**config.mk**
```make
export PLATFORM = sky130hd
export DESIGN_NAME = odbt_top
export DESIGN_NICKNAME = d
export VERILOG_FILES = /design/src/verilog/odbt_pkg.sv /design/src/verilog/odbt_top.sv
export SDC_FILE = /design/constraint.sdc
export NUM_CORES = 1
export LEC_CHECK = 0
export BUFFER_PORTS_ARGS = -buffer_cell sky130_fd_sc_hd__buf_2
export CORE_MARGIN = 5
export CORE_UTILIZATION = 60
export CTS_CLUSTER_DIAMETER = 120
export CTS_CLUSTER_SIZE = 24
export DETAILED_ROUTE_END_ITERATION = 12
export GPL_ROUTABILITY_DRIVEN = 0
export HOLD_SLACK_MARGIN = 0.05
export PLACE_DENSITY = 0.82
export SYNTH_ARGS = -nofsm -noshare
export SYNTH_HDL_FRONTEND = slang
export SYNTH_SLANG_ARGS = --single-unit
```
**constraint.sdc**
```tcl
create_clock -name clk_i -period 8.19 [get_ports clk_i]
set_input_delay 0 -clock clk_i [delete_from_list [all_inputs] [get_ports clk_i]]
set_output_delay 0 -clock clk_i [all_outputs]
set_load 0.01 [all_outputs]
```
**src/verilog/odbt_pkg.sv**
```systemverilog
`default_nettype none
package odbt_pkg;
  // ********************************
  // Register map (byte addresses)
  // ********************************
  localparam logic [7:0] ADR_BGSC  = 8'h00;
  localparam logic [7:0] ADR_BGBK  = 8'h04;
  localparam logic [7:0] ADR_CMPA  = 8'h08;
  localparam logic [7:0] ADR_CMPB  = 8'h0c;
  localparam logic [7:0] ADR_FIFOH = 8'h10;
  localparam logic [7:0] ADR_FIFOL = 8'h14;
  localparam logic [7:0] ADR_DEBUG_CONTROL_REG  = 8'h18;
  localparam logic [7:0] ADR_TRGC  = 8'h1c;
  localparam logic [7:0] ADR_DEBUG_STATUS_REG  = 8'h20;

  // ********************************
  // Field positions and reset values
  // ********************************
  localparam int BGSC_EN    = 0;
  localparam int BGSC_FTS   = 1;
  localparam int DEBUG_CONTROL_REG_ARM   = 0;
  localparam int DEBUG_CONTROL_REG_BRK   = 1;
  localparam int DEBUG_CONTROL_REG_TAG   = 2;
  localparam int DEBUG_CONTROL_REG_COMP_A_RW_QUALIFY_ENABLE = 3;
  localparam int DEBUG_CONTROL_REG_RWA   = 4;
  localparam int DEBUG_CONTROL_REG_RWBEN = 5;
  localparam int DEBUG_CONTROL_REG_RWB   = 6;
  localparam int TRGC_TSEL  = 4;
  localparam int TRGC_BEGIN = 5;
  localparam logic [1:0]  RST_BGSC  = 2'h0;
  localparam logic [15:0] RST_ADR16 = 16'h0000;
  localparam logic [6:0]  RST_DEBUG_CONTROL_REG  = 7'h00;
  localparam logic [5:0]  RST_TRGC  = 6'h00;
  localparam logic [3:0]  FIFO_FULL = 4'h8;
  localparam logic [1:0]  COF_SKIP  = 2'h2;

  typedef enum logic [3:0] {
    TM_A    = 4'h0, TM_AORB = 4'h1, TM_ATHB = 4'h2, TM_EVB = 4'h3, TM_AEVB = 4'h4,
    TM_FULL = 4'h5, TM_FNOT = 4'h6, TM_IN   = 4'h7, TM_OUT = 4'h8
  } odbt_mode_t;

  typedef enum logic [1:0] {
    CK_COND = 2'h0, CK_UNCOND = 2'h1, CK_INDIR = 2'h2, CK_RET = 2'h3
  } odbt_cof_t;

  typedef enum logic [2:0] {
    RS_IDLE = 3'b001, RS_WAIT = 3'b010, RS_STORE = 3'b100
  } odbt_run_t;

  typedef struct packed {
    logic        valid;
    logic [15:0] adr;
    logic [7:0]  rdat;
    logic [7:0]  wdat;
    logic        rw;
    logic        opfetch;
    logic        bdc;
    logic        exec;
    logic [1:0]  exec_trk;
  } odbt_bus_t;

  typedef struct packed {
    logic        valid;
    odbt_cof_t   kind;
    logic [15:0] src;
    logic [15:0] dst;
  } odbt_cofi_t;
endpackage : odbt_pkg
`default_nettype wire

```
**src/verilog/odbt_top.sv**
```systemverilog
`timescale 1ns/100ps
`default_nettype none
// Behaviour
// - Background breakpoint compares every bus address with a 16-bit match value.
// - Forced type breaks at next instruction boundary after any access to it.
// - Tagged type marks the fetched opcode; break only if it reaches queue end.
// - Breakpoint enable resets to zero; while zero no background breakpoint.
// - Force/tag select 1 chooses forced, 0 chooses tagged.
// - Eight-entry capture FIFO holds address or data words.
// - Comparators A and B, own read/write qualify, range compare support.
// - Tag triggering passes each comparator through its own opcode tracker.
// - Comparators disabled during background controller accesses.
// - A compares address; B compares address or data by mode.
// - B uses write data when A qualify enabled and set to write.
// - Match gives breakpoint, data store, trace start or trace end.
// - Count shows valid words; host skips dummy reads after manual halt.
// - Host reads high then low byte; low byte read shifts FIFO.
// - Event-only modes store 8-bit data; low byte read shifts.
// - Change-of-flow at trigger or two cycles after begin is not stored.
// - End trace stores change-of-flow trigger event as last entry.
// - While not armed, low byte read pushes last fetched opcode address.
// - Taken conditional branch stores source; unconditional branches store nothing.
// - Indirect jump/call, interrupt and returns store destination address.
// - Tag break travels with opcode; force waits for instruction end.
// - Arm write 1 sets armed and clears match flags and count.
module odbt_top (
  input  wire logic               clk_i,
  input  wire logic               rst_i,
  input  wire logic               wb_cyc_i,
  input  wire logic               wb_stb_i,
  input  wire logic               wb_we_i,
  input  wire logic [7:0]         wb_adr_i,
  input  wire logic [3:0]         wb_sel_i,
  input  wire logic [31:0]        wb_dat_i,
  output logic      [31:0]        wb_dat_o,
  output logic                    wb_ack_o,
  input  wire odbt_pkg::odbt_bus_t  cpu_i,
  input  wire odbt_pkg::odbt_cofi_t cof_i,
  output logic                    cpu_force_bkpt_o,
  output logic                    cpu_tag_bkpt_o,
  output logic      [1:0]         cpu_trk_tag_o
);
  // ********************************
  // Register bus
  // ********************************
  logic [1:0]  bgsc_r;
  logic [15:0] bkpt_adr_r;
  logic [15:0] cmpa_r;
  logic [15:0] cmpb_r;
  logic [6:0]  debug_control_reg_r;
  logic [5:0]  trgc_r;
  logic        req;
  logic        wr_acc;
  logic        rd_acc;
  logic        arm_start;
  logic        arm_stop;
  logic        pop;
  odbt_pkg::odbt_run_t run_r;
  odbt_pkg::odbt_run_t run_nxt;
  logic [15:0] fifo_r [0:7];
  logic [15:0] fifo_nxt [0:7];
  logic [3:0]  cnt_r;
  logic [3:0]  cnt_nxt;
  logic        af_r;
  logic        bf_r;
  logic        armed;

  function automatic logic hit(input logic [7:0] a, input logic [7:0] r);
    hit = (a == r);
  endfunction : hit

  function automatic logic [15:0] wr16(input logic [15:0] old, input logic [3:0] sel,
                                       input logic [31:0] d);
    wr16 = {sel[1] ? d[15:8] : old[15:8], sel[0] ? d[7:0] : old[7:0]};
  endfunction : wr16

  assign req       = wb_cyc_i & wb_stb_i;
  // Writes and pops happen at the edge where the master sees ack
  assign wr_acc    = req & wb_ack_o & wb_we_i;
  assign rd_acc    = req & wb_ack_o & ~wb_we_i;
  assign arm_start = wr_acc & hit(wb_adr_i, odbt_pkg::ADR_DEBUG_CONTROL_REG) & wb_sel_i[0] & wb_dat_i[odbt_pkg::DEBUG_CONTROL_REG_ARM];
  assign arm_stop  = wr_acc & hit(wb_adr_i, odbt_pkg::ADR_DEBUG_CONTROL_REG) & wb_sel_i[0] & ~wb_dat_i[odbt_pkg::DEBUG_CONTROL_REG_ARM];
  assign pop       = rd_acc & hit(wb_adr_i, odbt_pkg::ADR_FIFOL);
  assign armed     = (run_r != odbt_pkg::RS_IDLE);

  always_ff @(posedge clk_i) begin
    if (rst_i) begin
      wb_ack_o <= 1'b0;
    end else begin
      wb_ack_o <= req & ~wb_ack_o;
    end
  end

  always_ff @(posedge clk_i) begin
    if (rst_i) begin
      wb_dat_o <= 32'h0000_0000;
    end else if (req & ~wb_ack_o) begin
      unique case (wb_adr_i)
        odbt_pkg::ADR_BGSC:  wb_dat_o <= {30'h0, bgsc_r};
        odbt_pkg::ADR_BGBK:  wb_dat_o <= {16'h0, bkpt_adr_r};
        odbt_pkg::ADR_CMPA:  wb_dat_o <= {16'h0, cmpa_r};
        odbt_pkg::ADR_CMPB:  wb_dat_o <= {16'h0, cmpb_r};
        odbt_pkg::ADR_FIFOH: wb_dat_o <= {24'h0, fifo_r[0][15:8]};
        odbt_pkg::ADR_FIFOL: wb_dat_o <= {24'h0, fifo_r[0][7:0]};
        odbt_pkg::ADR_DEBUG_CONTROL_REG:  wb_dat_o <= {25'h0, debug_control_reg_r[6:1], armed};
        odbt_pkg::ADR_TRGC:  wb_dat_o <= {26'h0, trgc_r};
        odbt_pkg::ADR_DEBUG_STATUS_REG:  wb_dat_o <= {25'h0, armed, bf_r, af_r, cnt_r};
        default:             wb_dat_o <= 32'h0000_0000;
      endcase
    end
  end

  always_ff @(posedge clk_i) begin
    if (rst_i) begin
      bgsc_r     <= odbt_pkg::RST_BGSC;
      bkpt_adr_r <= odbt_pkg::RST_ADR16;
      cmpa_r     <= odbt_pkg::RST_ADR16;
      cmpb_r     <= odbt_pkg::RST_ADR16;
      debug_control_reg_r     <= odbt_pkg::RST_DEBUG_CONTROL_REG;
      trgc_r     <= odbt_pkg::RST_TRGC;
    end else if (wr_acc) begin
      if (hit(wb_adr_i, odbt_pkg::ADR_BGSC) && wb_sel_i[0]) begin
        bgsc_r <= wb_dat_i[1:0];
      end
      if (hit(wb_adr_i, odbt_pkg::ADR_BGBK)) begin
        bkpt_adr_r <= wr16(bkpt_adr_r, wb_sel_i, wb_dat_i);
      end
      if (hit(wb_adr_i, odbt_pkg::ADR_CMPA)) begin
        cmpa_r <= wr16(cmpa_r, wb_sel_i, wb_dat_i);
      end
      if (hit(wb_adr_i, odbt_pkg::ADR_CMPB)) begin
        cmpb_r <= wr16(cmpb_r, wb_sel_i, wb_dat_i);
      end
      if (hit(wb_adr_i, odbt_pkg::ADR_DEBUG_CONTROL_REG) && wb_sel_i[0]) begin
        debug_control_reg_r <= wb_dat_i[6:0];
      end
      if (hit(wb_adr_i, odbt_pkg::ADR_TRGC) && wb_sel_i[0]) begin
        trgc_r <= wb_dat_i[5:0];
      end
    end
  end

  // ********************************
  // Comparators and trigger
  // ********************************
  logic       bus_ok;
  logic       rwq_a;
  logic       rwq_b;
  logic [7:0] dsel;
  logic       raw_a;
  logic       raw_b;
  logic       qa;
  logic       qb;
  logic       deq;
  logic       trig;
  logic       tsel;
  logic       evonly;
  logic       begin_t;
  logic       a_seen_r;
  odbt_pkg::odbt_mode_t mode;

  assign mode    = odbt_pkg::odbt_mode_t'(trgc_r[3:0]);
  assign tsel    = trgc_r[odbt_pkg::TRGC_TSEL];
  assign evonly  = (mode == odbt_pkg::TM_EVB) | (mode == odbt_pkg::TM_AEVB);
  assign begin_t = trgc_r[odbt_pkg::TRGC_BEGIN] | evonly;
  assign bus_ok  = cpu_i.valid & ~cpu_i.bdc;
  assign rwq_a   = ~debug_control_reg_r[odbt_pkg::DEBUG_CONTROL_REG_COMP_A_RW_QUALIFY_ENABLE] | (cpu_i.rw == debug_control_reg_r[odbt_pkg::DEBUG_CONTROL_REG_RWA]);
  assign rwq_b   = ~debug_control_reg_r[odbt_pkg::DEBUG_CONTROL_REG_RWBEN] | (cpu_i.rw == debug_control_reg_r[odbt_pkg::DEBUG_CONTROL_REG_RWB]);
  // Write bus only for enabled write qualification
  assign dsel    = (debug_control_reg_r[odbt_pkg::DEBUG_CONTROL_REG_COMP_A_RW_QUALIFY_ENABLE] & ~debug_control_reg_r[odbt_pkg::DEBUG_CONTROL_REG_RWA]) ? cpu_i.wdat : cpu_i.rdat;
  assign raw_a   = bus_ok & rwq_a & (cpu_i.adr == cmpa_r);
  assign raw_b   = bus_ok & rwq_b & (cpu_i.adr == cmpb_r);
  assign deq     = (dsel == cmpb_r[7:0]);
  // Tracker tags ride the queue with the opcode; only executed ones come back
  assign qa      = tsel ? (cpu_i.exec & cpu_i.exec_trk[0]) : raw_a;
  assign qb      = tsel ? (cpu_i.exec & cpu_i.exec_trk[1]) : raw_b;

  always_comb begin
    unique case (mode)
      odbt_pkg::TM_A:    trig = qa;
      odbt_pkg::TM_AORB: trig = qa | qb;
      odbt_pkg::TM_ATHB: trig = a_seen_r & qb;
      odbt_pkg::TM_EVB:  trig = qb;
      odbt_pkg::TM_AEVB: trig = a_seen_r & qb;
      odbt_pkg::TM_FULL: trig = qa & deq;
      odbt_pkg::TM_FNOT: trig = qa & ~deq;
      odbt_pkg::TM_IN:   trig = bus_ok & (cpu_i.adr >= cmpa_r) & (cpu_i.adr <= cmpb_r);
      odbt_pkg::TM_OUT:  trig = bus_ok & ((cpu_i.adr < cmpa_r) | (cpu_i.adr > cmpb_r));
      default:           trig = 1'b0;
    endcase
  end

  always_ff @(posedge clk_i) begin
    if (rst_i) begin
      a_seen_r <= 1'b0;
      af_r     <= 1'b0;
      bf_r     <= 1'b0;
    end else begin
      // A match in the arming cycle still counts: set wins over clear
      a_seen_r <= (arm_start ? 1'b0 : a_seen_r) | ((armed | arm_start) & qa);
      af_r     <= (arm_start ? 1'b0 : af_r) | ((armed | arm_start) & qa);
      bf_r     <= (arm_start ? 1'b0 : bf_r) | ((armed | arm_start) & qb);
    end
  end

  // ********************************
  // Run control and FIFO
  // ********************************
  logic [1:0]  skip_r;
  logic [15:0] last_op_r;
  logic        cof_ok;
  logic [15:0] cof_adr;
  logic        push;
  logic [15:0] push_val;
  logic        prof;

  assign cof_ok  = cof_i.valid & (cof_i.kind != odbt_pkg::CK_UNCOND);
  assign cof_adr = (cof_i.kind == odbt_pkg::CK_COND) ? cof_i.src : cof_i.dst;
  assign prof    = (run_r == odbt_pkg::RS_IDLE) & pop;

  always_comb begin
    push     = 1'b0;
    push_val = 16'h0000;
    if (prof) begin
      push     = 1'b1;
      push_val = last_op_r;
    end else if (run_r == odbt_pkg::RS_STORE && !(begin_t && cnt_r == odbt_pkg::FIFO_FULL)) begin
      if (evonly) begin
        push     = trig;
        push_val = {8'h00, dsel};
      end else begin
        // The end trace keeps the trigger's own change-of-flow as last entry
        push     = cof_ok & (skip_r == 2'h0);
        push_val = cof_adr;
      end
    end
  end

  always_comb begin
    logic [3:0] n;
    n = cnt_r;
    for (int i = 0; i < 8; i++) begin
      fifo_nxt[i] = fifo_r[i];
    end
    if (pop && (n != 4'h0)) begin
      for (int i = 0; i < 7; i++) begin
        fifo_nxt[i] = fifo_nxt[i+1];
      end
      n = n - 4'h1;
    end
    if (push) begin
      // A full FIFO drops its oldest word, giving circular end traces
      if (n == odbt_pkg::FIFO_FULL) begin
        for (int i = 0; i < 7; i++) begin
          fifo_nxt[i] = fifo_nxt[i+1];
        end
        fifo_nxt[7] = push_val;
      end else begin
        fifo_nxt[n[2:0]] = push_val;
        n = n + 4'h1;
      end
    end
    cnt_nxt = n;
  end

  generate
    for (genvar g = 0; g < 8; g++) begin : g_fifo
      always_ff @(posedge clk_i) begin
        if (rst_i) begin
          fifo_r[g] <= 16'h0000;
        end else begin
          fifo_r[g] <= fifo_nxt[g];
        end
      end
    end
  endgenerate

  always_ff @(posedge clk_i) begin
    if (rst_i) begin
      cnt_r <= 4'h0;
    end else if (arm_start) begin
      cnt_r <= 4'h0;
    end else begin
      cnt_r <= cnt_nxt;
    end
  end

  always_ff @(posedge clk_i) begin
    if (rst_i) begin
      last_op_r <= 16'h0000;
    end else if (cpu_i.valid && cpu_i.opfetch && !cpu_i.bdc) begin
      last_op_r <= cpu_i.adr;
    end
  end

  always_comb begin
    run_nxt = run_r;
    unique case (run_r)
      odbt_pkg::RS_IDLE: ;
      odbt_pkg::RS_WAIT: begin
        if (trig) begin
          run_nxt = odbt_pkg::RS_STORE;
        end
      end
      odbt_pkg::RS_STORE: begin
        if (begin_t && (cnt_r == odbt_pkg::FIFO_FULL)) begin
          run_nxt = odbt_pkg::RS_IDLE;
        end else if (!begin_t && trig) begin
          run_nxt = odbt_pkg::RS_IDLE;
        end
      end
    endcase
    if (arm_start) begin
      run_nxt = (begin_t && !evonly) ? odbt_pkg::RS_WAIT : odbt_pkg::RS_STORE;
    end else if (arm_stop) begin
      run_nxt = odbt_pkg::RS_IDLE;
    end
  end

  always_ff @(posedge clk_i) begin
    if (rst_i) begin
      run_r <= odbt_pkg::RS_IDLE;
    end else begin
      run_r <= run_nxt;
    end
  end

  // Pipeline delay hides the begin trigger and the two bus cycles after it
  always_ff @(posedge clk_i) begin
    if (rst_i) begin
      skip_r <= 2'h0;
    end else if (run_r == odbt_pkg::RS_WAIT && trig && !arm_stop) begin
      skip_r <= odbt_pkg::COF_SKIP;
    end else if (skip_r != 2'h0 && cpu_i.valid) begin
      skip_r <= skip_r - 2'h1;
    end
  end

  // ********************************
  // Breakpoint requests
  // ********************************
  logic bg_hit;
  logic dbg_brk;

  assign bg_hit  = bgsc_r[odbt_pkg::BGSC_EN] & cpu_i.valid & (cpu_i.adr == bkpt_adr_r);
  assign dbg_brk = debug_control_reg_r[odbt_pkg::DEBUG_CONTROL_REG_BRK] & armed & trig;

  always_ff @(posedge clk_i) begin
    if (rst_i) begin
      cpu_force_bkpt_o <= 1'b0;
      cpu_tag_bkpt_o   <= 1'b0;
      cpu_trk_tag_o    <= 2'h0;
    end else begin
      // CPU finishes the current instruction before acting on a force
      cpu_force_bkpt_o <= (bg_hit & bgsc_r[odbt_pkg::BGSC_FTS])
                        | (dbg_brk & ~debug_control_reg_r[odbt_pkg::DEBUG_CONTROL_REG_TAG]);
      // Tag marks the opcode fetched one cycle earlier
      cpu_tag_bkpt_o   <= cpu_i.opfetch & ((bg_hit & ~bgsc_r[odbt_pkg::BGSC_FTS])
                        | (dbg_brk & debug_control_reg_r[odbt_pkg::DEBUG_CONTROL_REG_TAG]));
      cpu_trk_tag_o    <= {2{tsel & cpu_i.opfetch}} & {raw_b, raw_a};
    end
  end

  // ********************************
  // Checks
  // ********************************
  bkpt_off_a: assert property (@(posedge clk_i) disable iff (rst_i)
    !bgsc_r[odbt_pkg::BGSC_EN] && !debug_control_reg_r[odbt_pkg::DEBUG_CONTROL_REG_BRK] |=> !cpu_force_bkpt_o && !cpu_tag_bkpt_o)
    else $error("breakpoint while disabled");
  bg_force_a: assert property (@(posedge clk_i) disable iff (rst_i)
    bg_hit && bgsc_r[odbt_pkg::BGSC_FTS] |=> cpu_force_bkpt_o)
    else $error("forced breakpoint missing");
  bg_tag_a: assert property (@(posedge clk_i) disable iff (rst_i)
    bg_hit && !bgsc_r[odbt_pkg::BGSC_FTS] && cpu_i.opfetch |=> cpu_tag_bkpt_o)
    else $error("tagged breakpoint missing");
  bdc_quiet_a: assert property (@(posedge clk_i) disable iff (rst_i)
    cpu_i.bdc && !tsel |-> !raw_a && !raw_b && !trig)
    else $error("comparator matched a debugger access");
  fifo_cap_a: assert property (@(posedge clk_i) disable iff (rst_i)
    cnt_r <= odbt_pkg::FIFO_FULL)
    else $error("fifo count above eight");
  arm_clear_a: assert property (@(posedge clk_i) disable iff (rst_i)
    arm_start |=> armed && cnt_r == 4'h0)
    else $error("arm did not start a clean run");
  pop_shift_a: assert property (@(posedge clk_i) disable iff (rst_i)
    pop && !push && !arm_start && cnt_r != 4'h0 |=> cnt_r == $past(cnt_r) - 4'h1)
    else $error("low byte read did not shift");
  prof_push_a: assert property (@(posedge clk_i) disable iff (rst_i)
    prof && cnt_r == 4'h0 && !arm_start |=> cnt_r == 4'h1 && fifo_r[0] == $past(last_op_r))
    else $error("profiling read did not store opcode address");
  begin_stop_a: assert property (@(posedge clk_i) disable iff (rst_i)
    run_r == odbt_pkg::RS_STORE && begin_t && cnt_r == odbt_pkg::FIFO_FULL && !arm_start
    |=> run_r == odbt_pkg::RS_IDLE)
    else $error("begin trace did not end when full");
  cof_skip_a: assert property (@(posedge clk_i) disable iff (rst_i)
    run_r == odbt_pkg::RS_WAIT && trig && !arm_start && !arm_stop && !evonly
    |=> skip_r == odbt_pkg::COF_SKIP && !(push && !prof))
    else $error("change-of-flow stored too early");
  uncond_a: assert property (@(posedge clk_i) disable iff (rst_i)
    !evonly && !prof && cof_i.valid && cof_i.kind == odbt_pkg::CK_UNCOND |-> !push)
    else $error("unconditional branch stored");
endmodule : odbt_top
`default_nettype wire

```
==> out/qor.csv <==
stage;metric;value;unit
outcome;status;finished clean;
synthesis;synth.area.mux_share;11.8;%
place;dpl.hpwl;26600;um
hold_path;startpoint_of_the_tightest_hold_check_path;cpu_i[1];
global_route;grtUsageTotal;30.6;%
sta;rsz0062_at_grt;no;
sta;min_period_over_period;66.7;%
worst_setup_path;end_kind;flop;
sta;worst-slew-pin-transition;1260;ps
worst_setup_path;cp_slowest_cell;o21a_1;
final_layout;drive_gt1_share;11.1;%
global_route;grt_antenna_before_repair;0;
floorplan;start_util;60.3;%
detailed_routing;vias;12846;
synthesis;syn-instance-count;1589;
synthesis;synth_simple_gate_area_share;17.6;%
final_layout;num_antenna_cells;0;
synthesis;syn_area;13000;um2
detailed_routing;initialDrtViolationCount;1525;
cts;number_of_buffers_on_the_longest_clock_path;3;
cts;cts_htree_levels;1;
cts;tritoncts;yes;
place;numPortBuffers;125;
worst_setup_path;worst_setup_path_type;flop to flop;
worst_setup_path;timing.critical_path.max_delay_family;compound AO/OA/AOI/OAI gates;
sta;clock_skew;26.0;ps
worst_setup_path;worstPathArrival;5800;ps
synthesis;yosys.area_share.adder;3.45;%
sta;hold_violations;0;
final_layout;layout_overhead_on_the_synthesized_area;10.3;%
floorplan;fp-row-count;54;
detailed_routing;route.antenna.remaining_nets;0;
synthesis;synth_area_per_cell;8.21;um2
synthesis;number_of_flops_mapped_to_enable_cells_by_yosys;0;
sta;tns;0;ps
cts;post_cts.repair.setup_buffers;0;
floorplan;chipHeight;157;um
final_layout;final_net_count;1833;
worst_setup_path;worst-r2r-cell-count;11;
final_layout;final_util;66.5;%
final_layout;nFillCells;1802;
worst_setup_path;crit_buf_inv;3;
sta;slew_headroom;15.9;%
place;detailed_place.area;13600;um2
worst_setup_path;regToRegSetupSlack;2720;ps
global_route;gr-total-overflow;0;
sta;final-max-slew-violation-count;0;
floorplan;placeableCoreArea;21600;um2
final_layout;final_cell_mix;dfxtp_1, nor2_1, nand2_1;
worst_setup_path;regToRegStartpoint;cnt_r[0];
synthesis;synth_compound_gate_area_share;22.7;%
detailed_routing;finalWirelength;39600;um
cts;cts_inserted_buffers;13;
cts;tritoncts_num_sinks;239;
synthesis;yosys.cell_types.count;80;
cts;clk_pin_slew;100;ps
job;max_cap_viol_count;0;
sta;hold_ws;93.9;ps
hold_path;hold-path-endpoint;bf_r;
global_route;grt_max_degree;115;
sta;period_minus_slack;5470;ps
cts;worst_skew_pair.late_latency;490;ps
final_layout;postLayoutCellArea;14400;um2
pwr;leakage;4.51;nW
synthesis;synth-xor-area-share;1.75;%
worst_setup_path;cp_data_required_time;8520;ps
detailed_routing;wire_length_per_cell_after_detailed_routing;20.3;um
hold_path;min_path_type;input pin to flop;
worst_setup_path;sequence_of_cells_on_the_critical_path;inv_1, ha_1, a2111oi_4, buf_4, xnor2_1, clkinv_1, ha_1, and3_1, o21a_1, mux2i_1, nor2_1;
synthesis;seq_area_frac_synth;36.7;%
detailed_routing;drc;0;
global_route;first_global_vias;11953;
sta;max_frequency;0.183;GHz
floorplan;die_area;24800;um2
worst_setup_path;path_max_fanout;69;
worst_setup_path;crit_path_start_kind;flop;
floorplan;num_io_pins;160;
global_route;grt_first_pass_wirelength;61900;um
detailed_routing;drtPass1Iterations;6;
sta;setup-violations-final;0;
synthesis;ys_ff_latch;239;
worst_setup_path;worstSetupPathDepth;11;
detailed_routing;route.detailed.vias_per_inst;6.58;
final_layout;mostFrequentLayoutCell;dfxtp_1;
worst_setup_path;max_stage_delay;1060;ps
cts;clockRootBuffer;clkbuf_16;
synthesis;ys.warnings.count;0;
pwr;p_per_area;138;nW/um2
synthesis;yosys_most_used_dff;dfxtp_1;
synthesis;dominant_combinational_cell_family_by_area_after_synthesis;compound AO/OA/AOI/OAI gates;
pwr;irDropWorstVdd;0.188;mV
worst_setup_path;path_common_cell;ha_1;
synthesis;synthArstFlopShare;0;%
floorplan;chipWidth;157;um
pwr;finalPower;1.99;mW
hold_path;hold_path_depth;6;
metrics by stage:
| stage | worst slack (ps) | instances |
|---|---|---|
| 3_5_place_dp | 2810 | 1892 |
| 2_1_floorplan | 5150 | 1604 |
| 3_3_place_gp | 2910 | 1892 |
| 5_1_grt | 2470 | 1953 |
| 4_1_cts | 2810 | 1953 |
| 6_report | 2720 | 1953 |
flip-flops by register name (all words and copies together), names as in the netlist, named ones only:
register,cells
bf_r,1
skip_r,2
cmpa_r,16
cnt_r,4
cmpb_r,16
cpu_force_bkpt_o,1
last_op_r,16
af_r,1
run_r,3
bkpt_adr_r,16
fifo_r,112
a_seen_r,1
cpu_tag_bkpt_o,1
wb_ack_o,1
debug_control_reg_r,6
trgc_r,6
wb_dat_o,16
bgsc_r,2
cpu_trk_tag_o,2
kinds of logic after synthesis:
group,count (synthesis)
AO/OA/AOI/OAI,463
XOR/XNOR,26
adder cells (fa/ha/maj),36
buffers and inverters,173
flip-flops,239
multiplexers,152
other,1
AND/OR/NAND/NOR,499
final cells by class:
cell class,instances,area (um2),area share (%)
sequential,239,4780,33.3
timing repair buffer,188,1220,8.47
multi-input combinational,1192,7550,52.5
clock buffer,14,329,2.29
tap,280,350,2.44
inverter,40,150,1.04
what timing repair did:
action | in CTS | in global routing
hold buffers | 47 | 0
endpoints found under the setup margin | 0 | 0
endpoints found under the hold margin | 98 | 0
resized for setup | 0 | 0
where the power goes:
group / internal, mW / switching (mW) / total (mW)
sequential: 1.17 / 0.00234 / 1.17
combinational: 0.0625 / 0.0921 / 0.155
clock: 0.289 / 0.377 / 0.666
per-layer routing:
layer / vias up / track usage (%) / share of wire (%)
met2: 732 / 50.0 / 46
met1: 5992 / 39.8 / 39
met3: 157 / 4.87 / 9.4
li1: 5965 / - / -
met4: 0 / 13.8 / 5.5
met5: - / 0 / 0
how the worst max path moves through the flow:
stage,startpoint,end,slack (ps)
global route,cnt_r[0],flop,2470
floorplan,cnt_r[0],fifo_r[0][63],5150
global placement,wb_adr_i[3],flop,2910
CTS,cnt_r[0],flop,2810
detailed placement,wb_adr_i[3],flop,2810
finish,cnt_r[0],flop,2720
worst register-to-register path, delay by kind of cell (launching register included):
family	cells	cell delay, ps
buf+inv	3	1250
mux	1	310
fa+ha+maj	2	510
xor+xnor	1	440
flops	1	450
compound gates	2	1360
simple gates	2	1010
synthesized netlist by cell type, types with 4 or more instances:
cell / count / area [um2]
a211oi_1: 5 / 37.5
a21oi_1: 143 / 716
a222oi_1: 20 / 200
a22oi_1: 26 / 195
a31oi_1: 74 / 463
a32o_1: 8 / 80.1
and2_1: 5 / 31.3
and3_1: 8 / 50.1
buf_2: 37 / 185
buf_4: 22 / 165
clkbuf_1: 69 / 259
dfxtp_1: 239 / 4780
ha_1: 36 / 450
inv_1: 38 / 143
mux2i_1: 150 / 1500
nand2_1: 158 / 593
nand2b_1: 10 / 62.6
nand3_1: 66 / 330
nand3b_1: 4 / 30.0
nand4_1: 10 / 62.6
nand4b_1: 4 / 35.0
nor2_1: 176 / 661
nor2b_1: 8 / 50.1
nor3_1: 14 / 70.1
o21a_1: 4 / 30.0
o21ai_0: 17 / 85.1
o21ai_1: 10 / 50.1
o22ai_1: 115 / 719
o31a_2: 4 / 40.0
or3b_2: 4 / 35.0
xnor2_1: 16 / 140
xor2_1: 10 / 87.6
Note: power is estimated with default switching activity, not from simulation.
